**src/rtl/dprc_consts.vh**
```
`ifndef DPRC_CONSTS_VH
`define DPRC_CONSTS_VH

// ----------------------------------------------------------------
// register offsets (word index on the plain port)
// ----------------------------------------------------------------
`define DPRC_ADDR_W 4
`define DPRC_REG_RESET_SRC 4'h0
`define DPRC_REG_NV_WRITE 4'h1
`define DPRC_REG_MOTOR_CAP 4'h2
`define DPRC_REG_MOTOR_POLE 4'h3
`define DPRC_REG_CTRL_METHOD 4'h4
`define DPRC_REG_COMM_ERR 4'h5
`define DPRC_REG_STATUS 4'h6
`define DPRC_REG_WRITE_ERR 4'h7

// ----------------------------------------------------------------
// parameter values
// ----------------------------------------------------------------
`define DPRC_SENTINEL 16'h270F
`define DPRC_CAP_MIN 16'h0001
`define DPRC_CAP_MAX 16'h0096
`define DPRC_POLE_2 16'h0002
`define DPRC_POLE_4 16'h0004
`define DPRC_POLE_6 16'h0006
`define DPRC_POLE_8 16'h0008
`define DPRC_POLE_10 16'h000A
`define DPRC_METHOD_ADV 16'h0014
`define DPRC_METHOD_GP 16'h001E
`define DPRC_SEL_ZERO 16'h0000
`define DPRC_SEL_ONE 16'h0001
`define DPRC_ZERO16 16'h0000

// ----------------------------------------------------------------
// control method codes
// ----------------------------------------------------------------
`define DPRC_CM_VF 2'h0
`define DPRC_CM_ADV 2'h1
`define DPRC_CM_GP 2'h2

// ----------------------------------------------------------------
// timing
// ----------------------------------------------------------------
`define DPRC_CLK_HZ 50000000
`define DPRC_BLIND_MS 1000
`define DPRC_BLIND_W 26

`endif

```
**src/rtl/dprc_nv_store.v**
```verilog
`timescale 1ns/100ps
// ----------------------------------------------------------------
// small parameter store standing in for nonvolatile memory
// ----------------------------------------------------------------
module dprc_nv_store #(
  parameter AW = 3,
  parameter DW = 16
) (
  input wire core_clk_i,
  input wire we_i,
  input wire [AW-1:0] waddr_i,
  input wire [DW-1:0] wdata_i,
  input wire [AW-1:0] raddr_i,
  output reg [DW-1:0] rdata_o
);
  reg [DW-1:0] mem_q [0:(1<<AW)-1];

  // contents survive the logic reset, like a real store
  always @(posedge core_clk_i) begin
    if (we_i) begin
      mem_q[waddr_i] <= wdata_i;
    end
    rdata_o <= mem_q[raddr_i];
  end
endmodule // dprc_nv_store

```
**src/rtl/dprc_reset_ctrl.v**
```verilog
`timescale 1ns/100ps
`include "dprc_consts.vh"
// What this block does
// - reset source 0: network fault reset accepted in any operation mode
// - reset source 1: network fault reset accepted only in network mode
// - network full drive reset honoured in network mode, refused in panel mode
// - fault resets act only while a protective trip is active
// - panel fault reset accepted in both operation modes
// - during a communication line error all network resets are refused
// - link stays up; control commands ignored about 1s after drive reset release
// - storage select 0: fieldbus writes go to nonvolatile store and RAM
// - storage select 1: RAM only; power cycle restores stored values
// - motor capacity 0.1 to 15kW or 9999 (initial, selects V/F)
// - pole count 2,4,6,8,10 or 9999 (initial, selects V/F)
// - valid motor data: method 20 advanced flux, 30 general flux
// - either motor parameter at 9999 forces V/F control
// - switchover input replaces flux vector method with V/F
// - method change while running waits until the drive stops
// - switchover to V/F while running enables only the second-function set
// - line error adds one to error counter; writing 0 clears it
module dprc_reset_ctrl #(
  parameter CLK_HZ = `DPRC_CLK_HZ,
  parameter BLIND_MS = `DPRC_BLIND_MS,
  parameter BLIND_CYCLES = (CLK_HZ / 1000) * BLIND_MS
) (
  input wire core_clk_i,
  input wire reset_n_i,
  input wire [`DPRC_ADDR_W-1:0] reg_addr_i,
  input wire [15:0] reg_wdata_i,
  input wire reg_wr_i,
  input wire reg_rd_i,
  output reg [15:0] reg_rdata_o,
  input wire fb_param_wr_i,
  input wire [`DPRC_ADDR_W-1:0] fb_param_addr_i,
  input wire [15:0] fb_param_wdata_i,
  input wire power_up_i,
  input wire network_mode_i,
  input wire trip_active_i,
  input wire net_fault_reset_request_i,
  input wire net_drive_reset_i,
  input wire panel_fault_reset_i,
  input wire comm_line_error_i,
  input wire vf_switchover_input_i,
  input wire motor_running_i,
  input wire [15:0] control_cmd_i,
  input wire control_cmd_valid_i,
  output reg fault_reset_o,
  output reg drive_reset_o,
  output reg [15:0] control_cmd_o,
  output reg control_cmd_valid_o,
  output wire cmd_blind_o,
  output reg [1:0] control_method_o,
  output reg second_function_o,
  output reg nv_write_o,
  output reg param_reject_o
);

  // ----------------------------------------------------------------
  // range checks
  // ----------------------------------------------------------------
  function is_sel;
    input [15:0] v;
    begin
      is_sel = (v == `DPRC_SEL_ZERO) || (v == `DPRC_SEL_ONE);
    end
  endfunction

  // only the even pole counts of the supported range, or the sentinel
  function pole_ok;
    input [15:0] v;
    begin
      case (v)
        `DPRC_POLE_2: pole_ok = 1'b1;
        `DPRC_POLE_4: pole_ok = 1'b1;
        `DPRC_POLE_6: pole_ok = 1'b1;
        `DPRC_POLE_8: pole_ok = 1'b1;
        `DPRC_POLE_10: pole_ok = 1'b1;
        `DPRC_SENTINEL: pole_ok = 1'b1;
        default: pole_ok = 1'b0;
      endcase
    end
  endfunction

  function param_ok;
    input [`DPRC_ADDR_W-1:0] a;
    input [15:0] v;
    begin
      case (a)
        `DPRC_REG_RESET_SRC: param_ok = is_sel(v);
        `DPRC_REG_NV_WRITE: param_ok = is_sel(v);
        // capacity in 0.1kW units
        `DPRC_REG_MOTOR_CAP: param_ok = (v == `DPRC_SENTINEL) ||
          ((v >= `DPRC_CAP_MIN) && (v <= `DPRC_CAP_MAX));
        `DPRC_REG_MOTOR_POLE: param_ok = pole_ok(v);
        `DPRC_REG_CTRL_METHOD: param_ok = (v == `DPRC_METHOD_ADV) ||
          (v == `DPRC_METHOD_GP);
        `DPRC_REG_COMM_ERR: param_ok = (v == `DPRC_ZERO16);
        default: param_ok = 1'b0;
      endcase
    end
  endfunction

  function is_stored;
    input [`DPRC_ADDR_W-1:0] a;
    begin
      is_stored = (a <= `DPRC_REG_CTRL_METHOD);
    end
  endfunction

  // ----------------------------------------------------------------
  // parameter state
  // ----------------------------------------------------------------
  reg [15:0] reset_src_q;
  reg [15:0] nv_sel_q;
  reg [15:0] motor_cap_q;
  reg [15:0] motor_pole_q;
  reg [15:0] method_sel_q;
  reg [15:0] comm_err_cnt_q;
  reg [15:0] write_err_cnt_q;
  reg line_err_d1_q;
  reg [`DPRC_BLIND_W-1:0] blind_cnt_q;
  reg drive_reset_d1_q;

  // software write has priority over a fieldbus write in the same cycle
  wire sw_wr = reg_wr_i;
  wire fb_wr = fb_param_wr_i && !reg_wr_i;
  wire any_wr = sw_wr || fb_wr;
  wire [`DPRC_ADDR_W-1:0] wr_addr = sw_wr ? reg_addr_i : fb_param_addr_i;
  wire [15:0] wr_data = sw_wr ? reg_wdata_i : fb_param_wdata_i;
  wire wr_ok = any_wr && param_ok(wr_addr, wr_data);

  // ----------------------------------------------------------------
  // nonvolatile store and restore sequence
  // ----------------------------------------------------------------
  wire nv_we;
  wire [15:0] nv_rdata;
  reg [2:0] restore_idx_q;
  reg restore_q;
  reg restore_valid_q;
  reg [2:0] restore_wr_idx_q;

  // fieldbus writes reach the store only with select 0; panel writes always
  assign nv_we = wr_ok && is_stored(wr_addr) &&
    (sw_wr || (nv_sel_q == `DPRC_SEL_ZERO));

  dprc_nv_store #(
    .AW(3),
    .DW(16)
  ) u_store (
    .core_clk_i(core_clk_i),
    .we_i(nv_we),
    .waddr_i(wr_addr[2:0]),
    .wdata_i(wr_data),
    .raddr_i(restore_idx_q),
    .rdata_o(nv_rdata)
  );

  // ----------------------------------------------------------------
  // parameter registers
  // ----------------------------------------------------------------
  always @(posedge core_clk_i) begin
    if (!reset_n_i) begin
      reset_src_q <= `DPRC_SEL_ZERO;
      nv_sel_q <= `DPRC_SEL_ZERO;
      motor_cap_q <= `DPRC_SENTINEL;
      motor_pole_q <= `DPRC_SENTINEL;
      method_sel_q <= `DPRC_METHOD_ADV;
      comm_err_cnt_q <= `DPRC_ZERO16;
      write_err_cnt_q <= `DPRC_ZERO16;
      line_err_d1_q <= 1'b0;
      restore_q <= 1'b0;
      restore_valid_q <= 1'b0;
      restore_idx_q <= 3'h0;
      restore_wr_idx_q <= 3'h0;
      param_reject_o <= 1'b0;
      nv_write_o <= 1'b0;
    end else begin
      line_err_d1_q <= comm_line_error_i;
      nv_write_o <= nv_we;
      param_reject_o <= any_wr && !wr_ok;
      // counts rejected writes only; software reads it at index 7
      if (any_wr && !wr_ok) begin
        write_err_cnt_q <= write_err_cnt_q + 16'h0001;
      end
      // power-up walk over stored words, one cycle of read latency
      if (power_up_i && !restore_q) begin
        restore_q <= 1'b1;
        restore_idx_q <= 3'h0;
        restore_valid_q <= 1'b0;
      end else if (restore_q) begin
        restore_valid_q <= 1'b1;
        restore_wr_idx_q <= restore_idx_q;
        if (restore_idx_q == `DPRC_REG_CTRL_METHOD) begin
          restore_q <= 1'b0;
        end else begin
          restore_idx_q <= restore_idx_q + 3'h1;
        end
      end else begin
        restore_valid_q <= 1'b0;
      end
      // a write arriving during the walk is lost; the restored word wins
      if (restore_valid_q) begin
        case (restore_wr_idx_q)
          3'h0: reset_src_q <= nv_rdata;
          3'h1: nv_sel_q <= nv_rdata;
          3'h2: motor_cap_q <= nv_rdata;
          3'h3: motor_pole_q <= nv_rdata;
          3'h4: method_sel_q <= nv_rdata;
          default: ;
        endcase
      end else if (wr_ok) begin
        case (wr_addr)
          `DPRC_REG_RESET_SRC: reset_src_q <= wr_data;
          `DPRC_REG_NV_WRITE: nv_sel_q <= wr_data;
          `DPRC_REG_MOTOR_CAP: motor_cap_q <= wr_data;
          `DPRC_REG_MOTOR_POLE: motor_pole_q <= wr_data;
          `DPRC_REG_CTRL_METHOD: method_sel_q <= wr_data;
          default: ;
        endcase
      end
      // error increment wins over the clearing write
      if (comm_line_error_i && !line_err_d1_q) begin
        comm_err_cnt_q <= comm_err_cnt_q + 16'h0001;
      end else if (wr_ok && (wr_addr == `DPRC_REG_COMM_ERR)) begin
        comm_err_cnt_q <= `DPRC_ZERO16;
      end
    end
  end

  // ----------------------------------------------------------------
  // reset acceptance
  // ----------------------------------------------------------------
  // line errors shut out every network source; the panel stays usable
  wire net_src_ok = (reset_src_q == `DPRC_SEL_ZERO) ||
    network_mode_i;
  wire net_fault_ok = net_fault_reset_request_i && net_src_ok &&
    trip_active_i && !comm_line_error_i;
  wire panel_fault_ok = panel_fault_reset_i && trip_active_i;
  wire net_drive_ok = net_drive_reset_i && network_mode_i &&
    !comm_line_error_i;

  // each output follows its accepted request one cycle later
  always @(posedge core_clk_i) begin
    if (!reset_n_i) begin
      fault_reset_o <= 1'b0;
      drive_reset_o <= 1'b0;
      drive_reset_d1_q <= 1'b0;
    end else begin
      fault_reset_o <= net_fault_ok || panel_fault_ok;
      drive_reset_o <= net_drive_ok;
      drive_reset_d1_q <= drive_reset_o;
    end
  end

  // ----------------------------------------------------------------
  // command blind period after a reset release
  // ----------------------------------------------------------------
  assign cmd_blind_o = (blind_cnt_q != {`DPRC_BLIND_W{1'b0}});

  always @(posedge core_clk_i) begin
    if (!reset_n_i) begin
      blind_cnt_q <= {`DPRC_BLIND_W{1'b0}};
      control_cmd_o <= `DPRC_ZERO16;
      control_cmd_valid_o <= 1'b0;
    end else begin
      // a new drive reset restarts the span; fault resets leave it running
      if (drive_reset_o) begin
        blind_cnt_q <= {`DPRC_BLIND_W{1'b0}};
      end else if (drive_reset_d1_q) begin
        blind_cnt_q <= BLIND_CYCLES[`DPRC_BLIND_W-1:0];
      end else if (cmd_blind_o) begin
        blind_cnt_q <= blind_cnt_q - {{(`DPRC_BLIND_W-1){1'b0}}, 1'b1};
      end
      // link keeps running; only commands are held back
      control_cmd_valid_o <= control_cmd_valid_i && !cmd_blind_o &&
        !drive_reset_o;
      if (control_cmd_valid_i) begin
        control_cmd_o <= control_cmd_i;
      end
    end
  end

  // ----------------------------------------------------------------
  // control method selection
  // ----------------------------------------------------------------
  reg [1:0] method_req;
  always @* begin
    if ((motor_cap_q == `DPRC_SENTINEL) || (motor_pole_q == `DPRC_SENTINEL)) begin
      method_req = `DPRC_CM_VF;
    end else if (vf_switchover_input_i) begin
      method_req = `DPRC_CM_VF;
    end else if (method_sel_q == `DPRC_METHOD_GP) begin
      method_req = `DPRC_CM_GP;
    end else begin
      method_req = `DPRC_CM_ADV;
    end
  end

  // a pending change waits for stop; the running method stays frozen
  always @(posedge core_clk_i) begin
    if (!reset_n_i) begin
      control_method_o <= `DPRC_CM_VF;
      second_function_o <= 1'b0;
    end else begin
      if (!motor_running_i) begin
        control_method_o <= method_req;
        second_function_o <= 1'b0;
      end else if (vf_switchover_input_i &&
                   (control_method_o != `DPRC_CM_VF)) begin
        second_function_o <= 1'b1;
      end else if (!vf_switchover_input_i) begin
        second_function_o <= 1'b0;
      end
    end
  end

  // ----------------------------------------------------------------
  // register read port
  // ----------------------------------------------------------------
  // read data stand for one cycle only, then fall back to zero
  always @(posedge core_clk_i) begin
    if (!reset_n_i) begin
      reg_rdata_o <= `DPRC_ZERO16;
    end else if (reg_rd_i) begin
      case (reg_addr_i)
        `DPRC_REG_RESET_SRC: reg_rdata_o <= reset_src_q;
        `DPRC_REG_NV_WRITE: reg_rdata_o <= nv_sel_q;
        `DPRC_REG_MOTOR_CAP: reg_rdata_o <= motor_cap_q;
        `DPRC_REG_MOTOR_POLE: reg_rdata_o <= motor_pole_q;
        `DPRC_REG_CTRL_METHOD: reg_rdata_o <= method_sel_q;
        `DPRC_REG_COMM_ERR: reg_rdata_o <= comm_err_cnt_q;
        `DPRC_REG_STATUS: reg_rdata_o <= {11'h000, cmd_blind_o,
          second_function_o, control_method_o, comm_line_error_i};
        `DPRC_REG_WRITE_ERR: reg_rdata_o <= write_err_cnt_q;
        default: reg_rdata_o <= `DPRC_ZERO16;
      endcase
    end else begin
      reg_rdata_o <= `DPRC_ZERO16;
    end
  end
endmodule // dprc_reset_ctrl

```
**config.mk**
```make
export PLATFORM = sky130hd
export DESIGN_NAME = dprc_reset_ctrl
export DESIGN_NICKNAME = d
export VERILOG_FILES = /design/src/rtl/dprc_nv_store.v /design/src/rtl/dprc_reset_ctrl.v
export VERILOG_INCLUDE_DIRS = /design/src /design/src/rtl
export SDC_FILE = /design/constraint.sdc
export NUM_CORES = 1
export LEC_CHECK = 0
export BUFFER_PORTS_ARGS = -buffer_cell sky130_fd_sc_hd__buf_4
export CAP_MARGIN = 20
export CORE_MARGIN = 1
export CORE_UTILIZATION = 50
export CTS_CLUSTER_DIAMETER = 200
export DETAILED_ROUTE_END_ITERATION = 8
export PLACE_DENSITY_LB_ADDON = 0.12
export SYNTH_ARGS = -nofsm -noshare
export SYNTH_HDL_FRONTEND = slang
export SYNTH_SLANG_ARGS = --single-unit
```
**constraint.sdc**
```tcl
create_clock -name core_clk_i -period 3.85 [get_ports core_clk_i]
set_clock_uncertainty 0.1 [all_clocks]
set_input_delay 0.5775 -clock core_clk_i [delete_from_list [all_inputs] [get_ports core_clk_i]]
set_output_delay 0.5775 -clock core_clk_i [all_outputs]
set_load 0.005 [all_outputs]
```
Word level (Yosys, flattened, before mapping). Memories as Yosys holds them, arrays and structs flattened. A register that Yosys moved wholly into a read port is not among the register bits. Index checks and enable logic that the tools add are counted.

Shift operators: 0. Add/sub/neg operators: 4. Magnitude comparators: 3. Mux-type cells: 40. Equality and inequality tests: 35. Div/mod/pow operators: 0. Reductions and logical operators: 63. $mul: 0. Bitwise logic cells: 3.

Operators by type and width (number): two-way mux 16 bit (23); case mux 16 bit (8 select lines) (1); two-way mux 26 bit (2); == test 16 x 14 -> 1 bit, second input constant (3); == test 16 x 5 -> 1 bit, second input constant (3); zero test 16 bit (3); adder 16 x 1 -> 16 bit, second input constant (2); == test 16 x 3 -> 1 bit, second input constant (2); == test 16 x 4 -> 1 bit, second input constant (2); nonzero test 26 bit (1); subtractor 26 x 1 -> 26 bit, second input constant (1); == test 4 x 3 -> 1 bit, second input constant (6); logical AND 1 bit (18); nonzero test 2 bit (9); == test 16 x 1 -> 1 bit, second input constant (1); == test 16 x 2 -> 1 bit, second input constant (1); == test 4 x 2 -> 1 bit, second input constant (4); >= comparator 16 x 1 -> 1 bit, second input constant (1); less-or-equal comparator 16 x 8 -> 1 bit, second input constant (1); AND reduction 3 bit (5); != test 2 x 1 -> 1 bit, second input constant (6); two-way mux 1 bit (9); == test 4 x 1 -> 1 bit, second input constant (2); zero test 4 bit (2); other kinds (16) (40).

Output and inout port bits: 41. Bits in latches: 0. Bits in writable memories: 128. Register bits: 188. Word-level logic and storage cells: 173. Memory bits (read-only): 0. Memories kept: 1. Input bits: 71.

Memory list: u_store.mem_q (depth 8, bits a word 16, rd ports 1, clocked after memory_dff 1, wr ports 1, RTL line dprc_nv_store.v:16) `reg [DW-1:0] mem_q [0:(1<<AW)-1];`.

Longest topological paths before layout.
Word-level depth: 10. Depth in mapped cells: 12. Mapped depth without buffers: 10.

By module. From an unflattened synthesis, not the netlist that was laid out.

Cell total of the unflattened synthesis: 1224. Area, all modules: 14178.6 um2.

Modules (own cells, without submodules): dprc_reset_ctrl (area each 8884.8 um2, times used 1, cells each 1010, sequential area each 3763.6 um2); dprc_nv_store (area each 5293.8 um2, times used 1, cells each 214, sequential area each 4164.0 um2).

Least setup slack after synthesis. No wires, ideal clock.

Kind: input -> register. Start: input reg_wdata_i[14]. End: memory u_store.mem_q[0][0], enable pin. Cell stages on the path: 9. Data required time: 3.362 ns. Library setup time: 0.388 ns. Path buffers: 1. Slack: 0.019 ns. Arrival time: 3.342 ns. Cells stage by stage: or4b_1 -> o22a_1 -> a2111oi_4 -> nand2_1 -> a21oi_2 -> nor2_4 -> or4_1 -> clkbuf_1 -> nor2_1.

Longest elaborated chain between the ends: 10. Elaborated cells on any way between the ends: 25. Those cells by class: order compare (2); eq/ne (9); mux (5); reduce/logical (9).

Ends and longest elaborated chain: start, declared (RTL line dprc_reset_ctrl.v:29) `input wire [15:0] reg_wdata_i,`; two-way mux 16 bit (*) (RTL line dprc_reset_ctrl.v:129) `wire [15:0] wr_data = sw_wr ? reg_wdata_i : fb_param_wdata_i;`; >= comparator 16 x 1 -> 1 bit (no source line), or another cell as far along; logical AND 1 bit / OR reduction 6 bit (equally long branches); logical OR 1 bit / two-way mux 1 bit (equally long branches) (RTL line dprc_reset_ctrl.v:92, dprc_reset_ctrl.v:72); case mux 1 bit (5 select lines) (*) (RTL line dprc_reset_ctrl.v:88) `case (a)`; logical AND 1 bit (*) (RTL line dprc_reset_ctrl.v:130) `wire wr_ok = any_wr && param_ok(wr_addr, wr_data);`; logical AND 1 bit (*) (2 in a row) (RTL line dprc_reset_ctrl.v:143) `assign nv_we = wr_ok && is_stored(wr_addr) &&`; two-way mux 1 bit (*) (RTL line dprc_nv_store.v:20) `if (we_i) begin`; two-way mux 1 bit (not written as such) (*) (RTL line dprc_nv_store.v:21) `mem_q[waddr_i] <= wdata_i;`; end, declared (RTL line dprc_nv_store.v:16).

Mark *: on every way between the ends. The rest lies on a longest branch, timed or not.

Final worst setup path.
Start: register blind_cnt_q[6]. End: output cmd_blind_o.

Longest elaborated chain between the ends: 1.

Ends and longest elaborated chain: start, declared (RTL line dprc_reset_ctrl.v:121) `` reg [`DPRC_BLIND_W-1:0] blind_cnt_q; ``; start signal, assigned (RTL line dprc_reset_ctrl.v:262) `` blind_cnt_q <= {`DPRC_BLIND_W{1'b0}}; ``; start signal, assigned (RTL line dprc_reset_ctrl.v:268) `` blind_cnt_q <= {`DPRC_BLIND_W{1'b0}}; ``; start signal, assigned (RTL line dprc_reset_ctrl.v:270) `` blind_cnt_q <= BLIND_CYCLES[`DPRC_BLIND_W-1:0]; ``; nonzero test 26 bit (RTL line dprc_reset_ctrl.v:258) `` assign cmd_blind_o = (blind_cnt_q != {`DPRC_BLIND_W{1'b0}}); ``; end, declared (RTL line dprc_reset_ctrl.v:51) `output wire cmd_blind_o,`.

Every way passes these cells.

==> results.py <==
metrics = {
    "status": {
        "status": "complete, no violations",
    },
    "hold_path": {
        "whs_path_depth": 2,
        "holdPathEnd": "restore_idx_q[2]",
        "hp-class": "input port to flop",
        "min-delay-start": "power_up_i",
    },
    "clock_tree": {
        "cts_resized": 0,
        "cts_root_buffer": "clkbuf_16",
        "path_clk_slew_ps": 50,
        "cts_inserted_buffers": 37,
        "cts_htree_levels": 2,
        "cts_tree": "yes",
        "clockBufferDepth": 3,
        "cts_sinks": 332,
        "postCtsHoldBufs": 0,
        "post_cts_buffers": 0,
        "clk_latency_ps": 530,
    },
    "power": {
        "power.density_mw_per_mm2": 501,
        "ir_worst_vdd_v": 0.000348,
        "p_leak_nw": 6.22,
        "p_total_mw": 8.63,
    },
    "setup_path": {
        "path_buf_inv": 2,
        "crit_family": "simple AND/OR/NAND/NOR gates",
        "critPathSlowestCell": "or4_1",
        "slowest_delay_ps": 600,
        "worst_setup_path_start_kind": "flop",
        "cp-end-kind": "output pin",
        "crit_chain": "or4_1, nor4b_2, nand4_1, buf_4, buf_4",
        "crit_cells": 5,
        "rr_worst_depth": 9,
        "r2r-start": "blind_cnt_q[6]",
        "critPathKind": "flop to output pin",
        "r2r_slack_ps": 970,
        "cp_max_fo": 9,
        "cp_data_required_time_ps": 3170,
        "r2r-end": "blind_cnt_q[23]",
        "crit_top_cell": "buf_4",
        "cp.arrival_ps": 2610,
    },
    "global_route": {
        "grt_start_max_net_pins": 86,
        "grt_pass1_vias": 10100,
        "grt_pass1_wl_mm": 57.2,
        "grt_overflow": 0,
        "grt_usage_pct": 24.5,
        "antenna_found_initial": 0,
    },
    "detailed_routing": {
        "wl_per_cell_um": 19.9,
        "ant_nets": 0,
        "dr_total_vias": 10500,
        "drt_iter0_markers": 890,
        "dr.pass1.iters": 5,
        "drc": 0,
        "viasPerCell": 5.72,
        "drt-total-wl_mm": 36.5,
    },
    "floorplan": {
        "ios": 112,
        "die_area_mm2": 0.0299,
        "coreArea_mm2": 0.0287,
        "die_y_um": 173,
        "fp.dieW_um": 173,
        "floorplan.initialDensity_pct": 50.9,
        "rows": 62,
    },
    "synth": {
        "synth_flop_cell": "dfxtp_1",
        "synth_top_area_share_pct": 27.9,
        "seq_area_frac_synth_pct": 54.2,
        "synth_area_mm2": 0.0146,
        "ys_types": 73,
        "ys_ff_latch": 332,
        "synth.most_common_cell": "dfxtp_1",
        "synth_area_per_cell_um2": 11.6,
        "synth_area_leaders": "dfxtp_1 (28%), edfxtp_1 (26%), mux2i_1 (8.4%), mux4_2 (5.2%), nand2_1 (3.3%)",
        "yosysWarnings": 0,
        "synthCells": 1263,
        "synth_area_leader_cell": "dfxtp_1",
        "synthArstFlopShare_pct": 0,
        "synth_common_cells": "dfxtp_1 (204), nand2_1 (129), edfxtp_1 (128)",
        "synth_edf_count": 128,
    },
    "timing": {
        "whs_ps": 163,
        "maxSlewViolCount": 0,
        "worst_slew_pin_slew_ps": 967,
        "fin_crit_ps": 3290,
        "grt_setup_unrepaired": "no",
        "max_freq_ghz": 0.304,
        "slew_headroom_pct": 35.4,
        "post-route-period-util_pct": 85.5,
        "finalHoldViolCount": 0,
        "setup_viol": 0,
        "fin_tns_setup_ps": 0,
    },
    "finish": {
        "nets": 1500,
        "drive_gt1_share_pct": 20.6,
        "synthToLayoutAreaGrowth_pct": 17.8,
        "n_antenna_cell": 0,
        "stdcell_count": 1830,
        "nFillCells": 2458,
        "finalInstanceArea_mm2": 0.0172,
    },
    "placement": {
        "dp_cells": 1769,
        "gp_congestion": 0.971,
        "postPlaceCellArea_mm2": 0.0161,
        "io_buffers": 111,
        "hpwl_mm": 25.9,
    },
    "job": {
        "drv_cap": 0,
    },
}
-- registers in the layout, summed over array words and instances (netlist names), 2 cells and up --
| signal | cells |
|---|---|
| motor_cap_q | 16 |
| blind_cnt_q | 26 |
| comm_err_cnt_q | 16 |
| restore_idx_q | 3 |
| u_store.mem_q | 128 |
| reset_src_q | 16 |
| method_sel_q | 16 |
| restore_wr_idx_q | 3 |
| control_cmd_o | 16 |
| nv_sel_q | 16 |
| reg_rdata_o | 16 |
| control_method_o | 2 |
| motor_pole_q | 16 |
| u_store.rdata_o | 16 |
| write_err_cnt_q | 16 |
-- logic make-up after synthesis --
| kind of cell | Yosys count | share of synthesized area (%) |
|---|---|---|
| AND/OR/NAND/NOR | 442 | 15.2 |
| flip-flops | 332 | 54.2 |
| AO/OA/AOI/OAI | 164 | 8.36 |
| buffers and inverters | 84 | 2.58 |
| other | 1 | 0.0257 |
| adder cells (fa/ha/maj) | 5 | 0.428 |
| XOR/XNOR | 30 | 1.80 |
| multiplexers | 205 | 17.4 |
-- worst max-delay path by stage --
stage | from | slack, ps | to
after floorplan | reg_wdata_i[14] | 20 | u_store.mem_q[0][0]
after global placement | reg_wr_i | 240 | u_store.mem_q[0][14]
after detailed placement | reg_wr_i | 180 | u_store.mem_q[0][14]
after CTS | blind_cnt_q[6] | 520 | cmd_blind_o
after global routing | blind_cnt_q[6] | 400 | cmd_blind_o
final | blind_cnt_q[6] | 560 | cmd_blind_o
-- final cells by class --
| type | instances | area, µm² | area share, % |
|---|---|---|---|
| Multi-Input combinational cell | 894 | 6490 | 37.7 |
| Inverter | 12 | 45.0 | 0.262 |
| Sequential cell | 332 | 7930 | 46.0 |
| Clock buffer | 51 | 1020 | 5.91 |
| Timing Repair Buffer | 147 | 1150 | 6.70 |
| Clock inverter | 10 | 104 | 0.603 |
| Tap cell | 384 | 480 | 2.79 |
-- routing by layer --
metal | track usage (%) | routed length (µm) | part of all wire [%]
met5 | 0 | 0 | 0
met4 | 8.41 | 1020 | 2.8
met3 | 4.00 | 2080 | 5.7
met2 | 39.3 | 17000 | 47
met1 | 33.8 | 16400 | 45
-- metrics by stage --
stage / worst slack (ps) / util (%)
2_1_floorplan: 19.0 / -
3_3_place_gp: 245 / 56.1
3_5_place_dp: 176 / 56.1
4_1_cts: 517 / 60.0
5_1_grt: 404 / 60.0
6_report: 559 / 60.0
-- cell usage in the layout (no fill, tap or decap), types with 11 or more instances in the layout --
cell type and instances:
mux2i_1 122, buf_4 143, o21a_1 16, mux4_2 34
clkbuf_16 37, nor2_1 114, o21ai_0 28, nor3_1 17
a31oi_1 12, nand2_1 129, nor4_1 25, and2_1 14
mux2_2 41, xnor2_1 21, inv_1 11, nand3_1 23
edfxtp_1 128, nand4_1 16, conb_1 48, dfxtp_1 203
a21oi_1 27, nand2b_1 22
-- where the power goes --
part	switching [mW]	internal (mW)
sequential	0.164	3.88
combinational	0.691	0.607
clock	1.37	1.92
No activity file was read; power rests on OpenSTA's default activity.
